## config.mk

```make
export PLATFORM = sky130hd
export DESIGN_NAME = ptm_timer
export DESIGN_NICKNAME = d
export VERILOG_FILES = /design/src/hdl/ptm_pkg.sv /design/src/hdl/ptm_timer.sv
export SDC_FILE = /design/constraint.sdc
export NUM_CORES = 1
export LEC_CHECK = 0
export ABC_AREA = 1
export BUFFER_PORTS_ARGS = -buffer_cell sky130_fd_sc_hd__buf_4
export CAP_MARGIN = 15
export CORE_AREA = 2 2 96 98
export CTS_BUF_LIST = sky130_fd_sc_hd__clkbuf_4 sky130_fd_sc_hd__clkbuf_8
export DETAILED_ROUTE_END_ITERATION = 10
export DIE_AREA = 0 0 98 100
export PLACE_DENSITY = 0.77
export SLEW_MARGIN = 20
export SYNTH_ARGS = -nofsm -noshare
export SYNTH_HDL_FRONTEND = slang
export SYNTH_SLANG_ARGS = --single-unit
```

## constraint.sdc

```tcl
create_clock -name SYS_CLK -period 4.46 [get_ports SYS_CLK]
set_input_delay 0.669 -clock SYS_CLK [delete_from_list [all_inputs] [get_ports SYS_CLK]]
set_output_delay 0.669 -clock SYS_CLK [all_outputs]
set_load 0.01 [all_outputs]
```

## src/hdl/ptm_pkg.sv

```systemverilog
package ptm_pkg;
    // Word-aligned byte addresses on the AHB-Lite slave
    localparam logic [7:0] ADDR_RUN_CONTROL = 8'h00;
    localparam logic [7:0] ADDR_OUTPUT_CONTROL = 8'h04;
    localparam logic [7:0] ADDR_COUNTER_LOW = 8'h08;
    localparam logic [7:0] ADDR_COUNTER_HIGH = 8'h0C;
    localparam logic [7:0] ADDR_COMPARE_A_LOW = 8'h10;
    localparam logic [7:0] ADDR_COMPARE_A_HIGH = 8'h14;
    localparam logic [7:0] ADDR_PERIOD_LOW = 8'h18;
    localparam logic [7:0] ADDR_PERIOD_HIGH = 8'h1C;
    localparam logic [7:0] ADDR_FLAGS = 8'h20;
    // Run control fields
    localparam int RUN_BIT = 3;
    localparam int PAUSE_BIT = 7;
    localparam int CLK_SEL_LSB = 4;
    // Output control fields
    localparam int CCLR_BIT = 0;
    localparam int RSVD_BIT = 1;
    localparam int INVERT_BIT = 2;
    localparam int INIT_LEVEL_BIT = 3;
    localparam int PIN_ACT_LSB = 4;
    localparam int MODE_LSB = 6;
    // Flag fields
    localparam int FLAG_A_BIT = 0;
    localparam int FLAG_P_BIT = 1;
    localparam logic [7:0] RESET_BYTE = 8'h00;
    // Counter tick prescale for the divided clock choices
    localparam int DIV4 = 4;
    localparam int DIV16 = 16;
    localparam int DIV64 = 64;
    localparam logic [1:0] MODE_COMPARE = 2'h0;
    localparam logic [1:0] MODE_PWM = 2'h2;
    localparam logic [1:0] MODE_TIMER = 2'h3;
    localparam logic [1:0] ACT_NONE = 2'h0;
    localparam logic [1:0] ACT_LOW = 2'h1;
    localparam logic [1:0] ACT_HIGH = 2'h2;
    localparam logic [1:0] ACT_TOGGLE = 2'h3;
    localparam logic [1:0] HTRANS_NONSEQ = 2'h2;
endpackage

```

## src/hdl/ptm_timer.sv

```systemverilog
`timescale 1ns/1ps
// Behaviour
// - compare mode pin starts at initial level
// - PWM polarity chosen by initial level
// - single pulse start sets initial level
// - timer mode ignores level and invert
// - invert flips output pin
// - clear select picks A or P/overflow
// - overflow clear only when period zero
// - PWM/single pulse ignore clear select
// - counter readable as two read-only bytes
// - compare A held in two RW bytes
// - period held in two RW bytes
// - unimplemented high bits read zero
// - four modes, 00 is compare mode
// - compare mode raises A and P flags
// - clear on A never raises P flag
// - zero compare A overflows, no A flag
// - in compare mode only A match moves the pin
// - A match drives high, low or toggle
// - run rising edge restores initial level
// - counter width 10 or 16 by instance
// - mode 10 PWM/pulse, 11 timer
// - pin action 01 low, 10 high, 11 toggle
// - run rise zeros counter, fall holds
// - pause holds counter value
module ptm_timer
    import ptm_pkg::*;
#(
    parameter int WIDTH = 10
) (
    input wire logic SYS_CLK,
    input wire logic RESET,
    input wire logic HSEL,
    input wire logic [31:0] HADDR,
    input wire logic [1:0] HTRANS,
    input wire logic HWRITE,
    input wire logic [2:0] HSIZE,
    input wire logic [31:0] HWDATA,
    input wire logic HREADY,
    output logic [31:0] HRDATA,
    output logic HREADYOUT,
    output logic HRESP,
    input wire logic EXT_CLK_PIN,
    output logic TIMER_OUTPUT_PIN,
    output logic MATCH_A_PULSE,
    output logic MATCH_P_PULSE
);
    localparam logic [WIDTH-1:0] MAXV = '1;

    typedef struct packed {
        logic wr_pend;
        logic [7:0] wr_addr;
        logic [7:0] run_ctl;
        logic [7:0] out_ctl;
        logic [WIDTH-1:0] count;
        logic [WIDTH-1:0] cmp_a;
        logic [WIDTH-1:0] period;
        logic [1:0] flags;
        logic pin;
        logic run_d;
        logic [5:0] div;
        logic [1:0] ext_sync;
        logic ext_d;
        logic pa;
        logic pp;
        logic [31:0] rdata;
    } ptm_state_s;

    ptm_state_s r;
    ptm_state_s next_r;

    function automatic logic [7:0] hi_byte(input logic [WIDTH-1:0] v);
        logic [15:0] w;
        w = 16'(v);
        return w[15:8];
    endfunction

    function automatic logic [WIDTH-1:0] put_byte(input logic [WIDTH-1:0] v,
                                                  input logic hi, input logic [7:0] b);
        logic [15:0] w;
        w = 16'(v);
        if (hi) begin
            w[15:8] = b;
        end else begin
            w[7:0] = b;
        end
        return w[WIDTH-1:0];
    endfunction

    logic [1:0] mode;
    logic [1:0] act;
    logic run;
    logic tick;
    logic [2:0] csel;
    logic match_a;
    logic match_p;
    logic at_max;
    logic clear;
    logic pin_raw;
    logic pwm_wave;
    logic acc;

    assign mode = r.out_ctl[MODE_LSB+:2];
    assign act = r.out_ctl[PIN_ACT_LSB+:2];
    assign run = r.run_ctl[RUN_BIT];
    assign csel = r.run_ctl[CLK_SEL_LSB+:3];
    assign acc = HSEL && HREADY && HTRANS == HTRANS_NONSEQ;

    always_comb begin
        unique case (csel)
            3'h0: tick = r.div[1:0] == 2'(DIV4 - 1);
            3'h1: tick = 1'b1;
            3'h2: tick = r.div[3:0] == 4'(DIV16 - 1);
            3'h3, 3'h4, 3'h5: tick = r.div == 6'(DIV64 - 1);
            3'h6: tick = r.ext_sync[1] && !r.ext_d;
            default: tick = !r.ext_sync[1] && r.ext_d;
        endcase
    end

    assign at_max = r.count == MAXV;
    assign match_a = tick && run && !r.run_ctl[PAUSE_BIT] && r.cmp_a != '0
        && r.count == r.cmp_a;
    assign match_p = tick && run && !r.run_ctl[PAUSE_BIT] && r.period != '0
        && r.count == r.period;
    assign pwm_wave = r.count < r.cmp_a;

    always_comb begin
        next_r = r;
        next_r.div = r.div + 6'h01;
        next_r.ext_sync = {r.ext_sync[0], EXT_CLK_PIN};
        next_r.ext_d = r.ext_sync[1];
        next_r.run_d = run;
        next_r.pa = 1'b0;
        next_r.pp = 1'b0;
        clear = 1'b0;
        if (mode == MODE_PWM) begin
            clear = match_p || (r.period == '0 && at_max && tick);
            if (act == ACT_TOGGLE && match_a) begin
                next_r.run_ctl[RUN_BIT] = 1'b0;
            end
        end else if (r.out_ctl[CCLR_BIT]) begin
            clear = match_a;
        end else begin
            clear = match_p || (r.period == '0 && at_max && tick);
        end
        if (run && !r.run_ctl[PAUSE_BIT] && tick) begin
            next_r.count = clear ? '0 : r.count + 1'b1;
        end
        if (match_a) begin
            next_r.flags[FLAG_A_BIT] = 1'b1;
            next_r.pa = 1'b1;
        end
        if (match_p && (mode == MODE_PWM || !r.out_ctl[CCLR_BIT])) begin
            next_r.flags[FLAG_P_BIT] = 1'b1;
            next_r.pp = 1'b1;
        end
        if (mode == MODE_COMPARE && match_a) begin
            unique case (act)
                ACT_LOW: next_r.pin = 1'b0;
                ACT_HIGH: next_r.pin = 1'b1;
                ACT_TOGGLE: next_r.pin = !r.pin;
                default: next_r.pin = r.pin;
            endcase
        end
        if (mode == MODE_PWM && act == ACT_TOGGLE && match_a) begin
            next_r.pin = !r.out_ctl[INIT_LEVEL_BIT];
        end
        if (run && !r.run_d) begin
            next_r.count = '0;
            next_r.pin = r.out_ctl[INIT_LEVEL_BIT];
        end
        // Write data phase follows the captured address phase
        next_r.wr_pend = acc && HWRITE;
        if (acc) begin
            next_r.wr_addr = HADDR[7:0];
        end
        if (r.wr_pend) begin
            unique case (r.wr_addr)
                ADDR_RUN_CONTROL: next_r.run_ctl = HWDATA[7:0] & 8'hF8;
                ADDR_OUTPUT_CONTROL: next_r.out_ctl = HWDATA[7:0];
                ADDR_COMPARE_A_LOW: next_r.cmp_a = put_byte(r.cmp_a, 1'b0, HWDATA[7:0]);
                ADDR_COMPARE_A_HIGH: next_r.cmp_a = put_byte(r.cmp_a, 1'b1, HWDATA[7:0]);
                ADDR_PERIOD_LOW: next_r.period = put_byte(r.period, 1'b0, HWDATA[7:0]);
                ADDR_PERIOD_HIGH: next_r.period = put_byte(r.period, 1'b1, HWDATA[7:0]);
                ADDR_FLAGS: begin
                    // Write one clears; a match in the same cycle wins
                    next_r.flags = (r.flags & ~HWDATA[1:0]) | {next_r.pp, next_r.pa};
                end
                default: next_r.flags = next_r.flags;
            endcase
        end
        next_r.rdata = 32'h0000_0000;
        if (acc && !HWRITE) begin
            unique case (HADDR[7:0])
                ADDR_RUN_CONTROL: next_r.rdata[7:0] = r.run_ctl;
                ADDR_OUTPUT_CONTROL: next_r.rdata[7:0] = r.out_ctl;
                ADDR_COUNTER_LOW: next_r.rdata[7:0] = r.count[7:0];
                ADDR_COUNTER_HIGH: next_r.rdata[7:0] = hi_byte(r.count);
                ADDR_COMPARE_A_LOW: next_r.rdata[7:0] = r.cmp_a[7:0];
                ADDR_COMPARE_A_HIGH: next_r.rdata[7:0] = hi_byte(r.cmp_a);
                ADDR_PERIOD_LOW: next_r.rdata[7:0] = r.period[7:0];
                ADDR_PERIOD_HIGH: next_r.rdata[7:0] = hi_byte(r.period);
                ADDR_FLAGS: next_r.rdata[1:0] = r.flags;
                default: next_r.rdata = 32'h0000_0000;
            endcase
        end
    end

    always_ff @(posedge SYS_CLK or posedge RESET) begin
        if (RESET) begin
            r <= '0;
        end else begin
            r <= next_r;
        end
    end

    // Pin shaping by mode
    always_comb begin
        unique case (mode)
            MODE_PWM: begin
                unique case (act)
                    ACT_NONE: pin_raw = !r.out_ctl[INIT_LEVEL_BIT];
                    ACT_LOW: pin_raw = r.out_ctl[INIT_LEVEL_BIT];
                    ACT_HIGH: pin_raw = pwm_wave ? r.out_ctl[INIT_LEVEL_BIT]
                        : !r.out_ctl[INIT_LEVEL_BIT];
                    default: pin_raw = r.pin;
                endcase
            end
            MODE_TIMER: pin_raw = 1'b0;
            default: pin_raw = r.pin;
        endcase
    end

    assign TIMER_OUTPUT_PIN = mode == MODE_TIMER ? 1'b0
        : pin_raw ^ r.out_ctl[INVERT_BIT];
    assign HRDATA = r.rdata;
    assign HREADYOUT = 1'b1;
    assign HRESP = 1'b0;
    assign MATCH_A_PULSE = r.pa;
    assign MATCH_P_PULSE = r.pp;

    a_pin_restart: assert property (@(posedge SYS_CLK) disable iff (RESET)
        (run && !r.run_d) |=> r.pin == $past(r.out_ctl[INIT_LEVEL_BIT]))
        else $error("pin not restored on run rise");
    a_count_zero: assert property (@(posedge SYS_CLK) disable iff (RESET)
        (run && !r.run_d) |=> r.count == '0)
        else $error("counter not zeroed on run rise");
    a_pause_hold: assert property (@(posedge SYS_CLK) disable iff (RESET)
        (r.run_ctl[PAUSE_BIT] && r.run_d && run) |=> r.count == $past(r.count))
        else $error("counter moved while paused");
    a_no_p_flag: assert property (@(posedge SYS_CLK) disable iff (RESET)
        (mode == MODE_COMPARE && r.out_ctl[CCLR_BIT]) |=> !r.pp)
        else $error("P flag with clear on A");
    a_zero_a_flag: assert property (@(posedge SYS_CLK) disable iff (RESET)
        (r.cmp_a == '0 && !r.wr_pend) |=> !r.pa)
        else $error("A flag with zero compare");
    a_pin_a_only: assert property (@(posedge SYS_CLK) disable iff (RESET)
        (mode == MODE_COMPARE && !match_a && !(run && !r.run_d)) |=> r.pin == $past(r.pin))
        else $error("pin moved without A match");
    a_invert_pin: assert property (@(posedge SYS_CLK) disable iff (RESET)
        (mode == MODE_COMPARE) |-> TIMER_OUTPUT_PIN == (r.pin ^ r.out_ctl[INVERT_BIT]))
        else $error("pin polarity wrong");
    a_clear_a: assert property (@(posedge SYS_CLK) disable iff (RESET)
        (mode == MODE_COMPARE && r.out_ctl[CCLR_BIT] && match_a && r.run_d)
        |=> r.count == '0)
        else $error("counter not cleared on A match");
    a_high_zero: assert property (@(posedge SYS_CLK) disable iff (RESET)
        (WIDTH == 10 && $past(acc && !HWRITE && (HADDR[7:0] == ADDR_COUNTER_HIGH
            || HADDR[7:0] == ADDR_COMPARE_A_HIGH || HADDR[7:0] == ADDR_PERIOD_HIGH)))
        |-> HRDATA[7:2] == 6'h00)
        else $error("unimplemented high bits not zero");
    a_step_one: assert property (@(posedge SYS_CLK) disable iff (RESET)
        (tick && run && r.run_d && !r.run_ctl[PAUSE_BIT] && !match_a && !match_p
         && !at_max && !r.wr_pend) |=> r.count == $past(r.count) + 1'b1)
        else $error("counter did not step");
    // Register reads and writes
    a_read_upper: assert property (@(posedge SYS_CLK) disable iff (RESET)
        HRDATA[31:8] == 24'h000000)
        else $error("upper read bits not zero");
    a_count_read: assert property (@(posedge SYS_CLK) disable iff (RESET)
        $past(acc && !HWRITE && HADDR[7:0] == ADDR_COUNTER_LOW)
        |-> HRDATA[7:0] == $past(r.count[7:0]))
        else $error("counter low byte read wrong");
    a_count_high: assert property (@(posedge SYS_CLK) disable iff (RESET)
        $past(acc && !HWRITE && HADDR[7:0] == ADDR_COUNTER_HIGH)
        |-> HRDATA[7:0] == hi_byte($past(r.count)))
        else $error("counter high byte read wrong");
    a_cmp_hold: assert property (@(posedge SYS_CLK) disable iff (RESET)
        !r.wr_pend |=> r.cmp_a == $past(r.cmp_a))
        else $error("compare A changed without write");
    a_period_hold: assert property (@(posedge SYS_CLK) disable iff (RESET)
        !r.wr_pend |=> r.period == $past(r.period))
        else $error("period changed without write");
    a_cmp_write: assert property (@(posedge SYS_CLK) disable iff (RESET)
        (r.wr_pend && r.wr_addr == ADDR_COMPARE_A_LOW)
        |=> r.cmp_a[7:0] == $past(HWDATA[7:0]))
        else $error("compare A low byte not written");
    a_period_write: assert property (@(posedge SYS_CLK) disable iff (RESET)
        (r.wr_pend && r.wr_addr == ADDR_PERIOD_LOW)
        |=> r.period[7:0] == $past(HWDATA[7:0]))
        else $error("period low byte not written");
    // Flags and pulses follow the comparators
    a_flag_a_set: assert property (@(posedge SYS_CLK) disable iff (RESET)
        match_a |=> r.flags[FLAG_A_BIT])
        else $error("A flag not set on A match");
    a_flag_p_set: assert property (@(posedge SYS_CLK) disable iff (RESET)
        (match_p && mode == MODE_COMPARE && !r.out_ctl[CCLR_BIT])
        |=> r.flags[FLAG_P_BIT])
        else $error("P flag not set on P match");
    a_pulse_a: assert property (@(posedge SYS_CLK) disable iff (RESET)
        match_a |=> MATCH_A_PULSE)
        else $error("A pulse missing");
    a_pulse_a_only: assert property (@(posedge SYS_CLK) disable iff (RESET)
        !match_a |=> !MATCH_A_PULSE)
        else $error("A pulse without A match");
    a_pulse_p_only: assert property (@(posedge SYS_CLK) disable iff (RESET)
        !match_p |=> !MATCH_P_PULSE)
        else $error("P pulse without P match");
    a_flag_a_keep: assert property (@(posedge SYS_CLK) disable iff (RESET)
        (r.flags[FLAG_A_BIT] && !(r.wr_pend && r.wr_addr == ADDR_FLAGS))
        |=> r.flags[FLAG_A_BIT])
        else $error("A flag lost");
    a_flag_p_keep: assert property (@(posedge SYS_CLK) disable iff (RESET)
        (r.flags[FLAG_P_BIT] && !(r.wr_pend && r.wr_addr == ADDR_FLAGS))
        |=> r.flags[FLAG_P_BIT])
        else $error("P flag lost");
    // Pin actions on an A match in compare mode, then PWM, timer and counter checks
    a_act_low: assert property (@(posedge SYS_CLK) disable iff (RESET)
        (mode == MODE_COMPARE && match_a && r.run_d && act == ACT_LOW)
        |=> !r.pin)
        else $error("pin not driven low");
    a_act_high: assert property (@(posedge SYS_CLK) disable iff (RESET)
        (mode == MODE_COMPARE && match_a && r.run_d && act == ACT_HIGH)
        |=> r.pin)
        else $error("pin not driven high");
    a_act_toggle: assert property (@(posedge SYS_CLK) disable iff (RESET)
        (mode == MODE_COMPARE && match_a && r.run_d && act == ACT_TOGGLE)
        |=> r.pin != $past(r.pin))
        else $error("pin not toggled");
    a_act_none: assert property (@(posedge SYS_CLK) disable iff (RESET)
        (mode == MODE_COMPARE && match_a && r.run_d && act == ACT_NONE)
        |=> r.pin == $past(r.pin))
        else $error("pin moved with no action");
    a_timer_pin: assert property (@(posedge SYS_CLK) disable iff (RESET)
        (mode == MODE_TIMER) |-> !TIMER_OUTPUT_PIN)
        else $error("pin driven in timer mode");
    a_pwm_level: assert property (@(posedge SYS_CLK) disable iff (RESET)
        (mode == MODE_PWM && act == ACT_HIGH) |-> TIMER_OUTPUT_PIN
        == ((pwm_wave ~^ r.out_ctl[INIT_LEVEL_BIT]) ^ r.out_ctl[INVERT_BIT]))
        else $error("PWM level wrong");
    a_pwm_clear: assert property (@(posedge SYS_CLK) disable iff (RESET)
        (mode == MODE_PWM && match_p && r.run_d)
        |=> r.count == '0)
        else $error("PWM period did not clear counter");
    a_pulse_stop: assert property (@(posedge SYS_CLK) disable iff (RESET)
        (mode == MODE_PWM && act == ACT_TOGGLE && match_a && !r.wr_pend)
        |=> !run)
        else $error("single pulse did not stop");
    a_pulse_end: assert property (@(posedge SYS_CLK) disable iff (RESET)
        (mode == MODE_PWM && act == ACT_TOGGLE && match_a && r.run_d)
        |=> r.pin != $past(r.out_ctl[INIT_LEVEL_BIT]))
        else $error("single pulse trailing edge missing");
    a_fast_tick: assert property (@(posedge SYS_CLK) disable iff (RESET)
        (csel == 3'h1) |-> tick)
        else $error("no tick at full rate");
    a_off_hold: assert property (@(posedge SYS_CLK) disable iff (RESET)
        !run |=> r.count == $past(r.count))
        else $error("counter moved while off");
    a_clear_p: assert property (@(posedge SYS_CLK) disable iff (RESET)
        (mode == MODE_COMPARE && !r.out_ctl[CCLR_BIT] && match_p && r.run_d)
        |=> r.count == '0)
        else $error("counter not cleared on P match");
    a_wrap_clear: assert property (@(posedge SYS_CLK) disable iff (RESET)
        (mode == MODE_COMPARE && !r.out_ctl[CCLR_BIT] && r.period == '0 && at_max
         && tick && run && r.run_d && !r.run_ctl[PAUSE_BIT]) |=> r.count == '0)
        else $error("counter not cleared on overflow");
endmodule // ptm_timer

```

==> flow_summary.yaml <==
run_status:
  status: "complete, no violations"
clocking:
  cts_tree: "built"
  cts_setup_buffers: 0
  cts-root-buf: "clkbuf_8"
  htreeDepth: 3
  clk_latency_ns: 0.36
  clock_sinks: 75
  cts-resized-gates: 0
  clk_pin_slew_worst_paths_ns: 0.09
  cts_buffers: 9
  hold_buffers: 0
  cts.path.max_buffers: 2
sta:
  fmax_ghz: 0.3323
  whs_ns: 0.3620
  slew_headroom_pct: 43.04
  fin_setup_tns_ns: 0
  finClkSkew_ns: 0.01149
  setup_viol: 0
  drv_slew: 0
  rsz0062_at_grt: "no"
  tightestPinTransition_ns: 0.8535
  layout_setup_ws_ns: 1.450
  finalHoldViolations: 0
  fin_crit_ns: 3.010
  fin_crit_sh_pct: 67.48
placed_design:
  portBuffers: 34
  hpwlAfterDp_mm: 8.407
  place.gp.congestion: 0.9688
  pre_cts_slack_ns: 1.856
route:
  dr.pass1.iters: 5
  met3_length_microns: 532
  antenna_left: 0
  vias: 3804
  topRoutingLayerUsed: "met4"
  wl_per_cell_microns: 15.36
  wl_met1_mm: 4.771
  finalWirelength_mm: 10.74
  met2_length_mm: 5.047
  first_iter_violations: 231
  avgViaCountPerCell: 5.442
  drc_errors: 0
final_layout:
  nets: 670
  layout-drive-gt1-share_pct: 15.48
  final_core_util_pct: 54.27
  multi_input_area_sq_um: 2016
  regArea_sq_um: 1877
  diodes: 0
  syn_to_final_growth_pct: 9.266
  final_common_cell: "nand2_1"
  layout_common_cells: "nand2_1, inv_1, dfrtp_1, o21ai_0, buf_4"
  fillers: 852
synth:
  synth_area_leaders: "dfrtp_1, nand2_1, inv_1"
  synth_edf_count: 0
  yosysUniqueCellTypes: 41
  synth.top_cell.area_share_pct: 42.50
  avgSynthCellArea_sq_um: 7.985
  syn_inst: 553
  yosysSeqAreaShare_pct: 42.50
  async_flop_share_pct: 100.0
  synth-main-ff-cell: "dfrtp_1"
  syn_area_sq_um: 4415
  yosysTopAreaCell: "dfrtp_1"
  ys_ff_latch: 75
  synth_warnings: 0
floorplanning:
  io_pins: 112
  die_y_microns: 100
  initial_core_util_pct: 49.67
  core_sq_um: 8890
  die_area_sq_um: 9800
  dieWidth_microns: 98
  rows: 35
setup_path:
  worstRegToRegCells: 9
  path_max_fanout: 6
  timing.rr.end: "r[44]"
  cp.required_ns: 3.79
  criticalPathCategory: "flip-flop to output port"
  worst_setup_path_end_kind: "output port"
  crit_arrival_ns: 2.34
  r2r_slack_ns: 2.43
  timing.rr.start: "r[72]"
  crit_path_start_kind: "flip-flop"
min_path:
  hold_path_startpoint: "next_r[36]"
  min_delay_worst_endpoint: "next_r[34]"
  whs_path_depth: 0
  min_path_type: "flip-flop to flip-flop"
pwr:
  seqPwrFrac_pct: 50.0
  p_switching_mw: 0.5043
  peakVddDrop_mv: 0.2378
  swShare_pct: 31.84
  p_leak_nw: 2.484
  p_comb_share_pct: 16.0
  finalPower_mw: 1.584
  powerDensity_nw_per_um2: 328.2
  intPower_mw: 1.079
  power_frac_clock_pct: 34.0
global_routing:
  grt_max_degree: 53
  antenna_found_initial: 0
  grt_pass1_wl_mm: 18.22
  grt_pass1_vias: 3699
  grt_use_total_pct: 23.52
  grt-ovfl-total: 0
run:
  drv_cap: 0
## per-stage QoR
step	cell area, sq um	cells
2_1_floorplan	4506	577
3_3_place_gp	4624	683
3_5_place_dp	4624	683
4_1_cts	4823	699
5_1_grt	4825	699
6_report	4825	699
## registers in the layout (all words and copies together), names as in the netlist
name,count
MATCH_P_PULSE,1
r,55
mode,2
csel,3
next_r,3
act,2
HRDATA,8
MATCH_A_PULSE,1
## synth_stat cells (2+ instances only)
master	n
nand2_1	108
nor2_1	33
nand3_1	28
clkbuf_1	4
buf_4	35
dfrtp_1	75
xnor2_1	3
ha_1	12
o21ai_2	9
o211ai_1	2
nor2_2	8
a211oi_1	5
o21ai_0	46
nor4_1	4
inv_1	85
nand2_2	5
nor2_4	2
o21ai_1	2
o22ai_1	20
nand3_2	2
and3_1	2
a31oi_1	2
conb_1	2
nand4_1	13
a21oi_1	13
inv_2	3
xor2_1	4
nor3_1	13
## critical path, cell delays in order, from the launching register on
cell and delay [ns]:
dfrtp_1 0.47, ha_1 0.33, nand2_1 0.11, nor2_1 0.16, nand2_1 0.07, nand3_1 0.06, nand2_1 0.05, nand2_1 0.05
nand2_1 0.04, nand2_1 0.08, nand2_1 0.05, nand2_1 0.07, nand3_1 0.08, a21oi_1 0.14, nor2_1 0.06, buf_4 0.14
## worst max path at each step
stage / startpoint / to / slack [ns] / cells after the start
floorplan: RESET / HRDATA[0] / 1.88 / 1
global placement: r[72] / TIMER_OUTPUT_PIN / 1.88 / 16
detailed placement: r[69] / TIMER_OUTPUT_PIN / 1.86 / 16
global route: r[72] / TIMER_OUTPUT_PIN / 1.17 / 16
finish: r[72] / TIMER_OUTPUT_PIN / 1.45 / 15
CTS: r[72] / TIMER_OUTPUT_PIN / 1.46 / 16
## logic make-up (layout without fill, tap and decap cells)
| kind of cell | after synthesis | after routing | share of synthesized area [%] |
|---|---|---|---|
| simple gates | 227 | 227 | 24.96 |
| buf+inv | 128 | 139 | 13.88 |
| compound gates | 102 | 102 | 13.69 |
| flops | 75 | 75 | 42.50 |
| fa+ha+maj | 12 | 12 | 3.400 |
| xor+xnor | 7 | 7 | 1.389 |
| other cells | 2 | 26 | 0.1701 |
## power by group through the flow
stage	logic, mW	clock network (mW)	registers [mW]
3_3_place_gp	0.245	0	0.801
5_1_grt	0.292	0.576	0.800
3_5_place_dp	0.251	0	0.804
6_report	0.253	0.538	0.792
4_1_cts	0.253	0.541	0.791
2_1_floorplan	0.199	0	0.783
## metal layers
metal,global-route usage [%],vias up
li1,-,1828
met1,31.34,1800
met2,38.25,146
met3,3.621,30
met4,10.68,0
met5,0,-
## cell type report
class	instances	area share (%)
repair buffers	35	5.446
clock inverters	7	1.556
multi-input cells	374	41.78
flip-flops and latches	75	38.90
well taps	111	2.879
clock buffers	9	2.567
inverters	88	6.872
No activity file was read; power rests on OpenSTA's default activity.
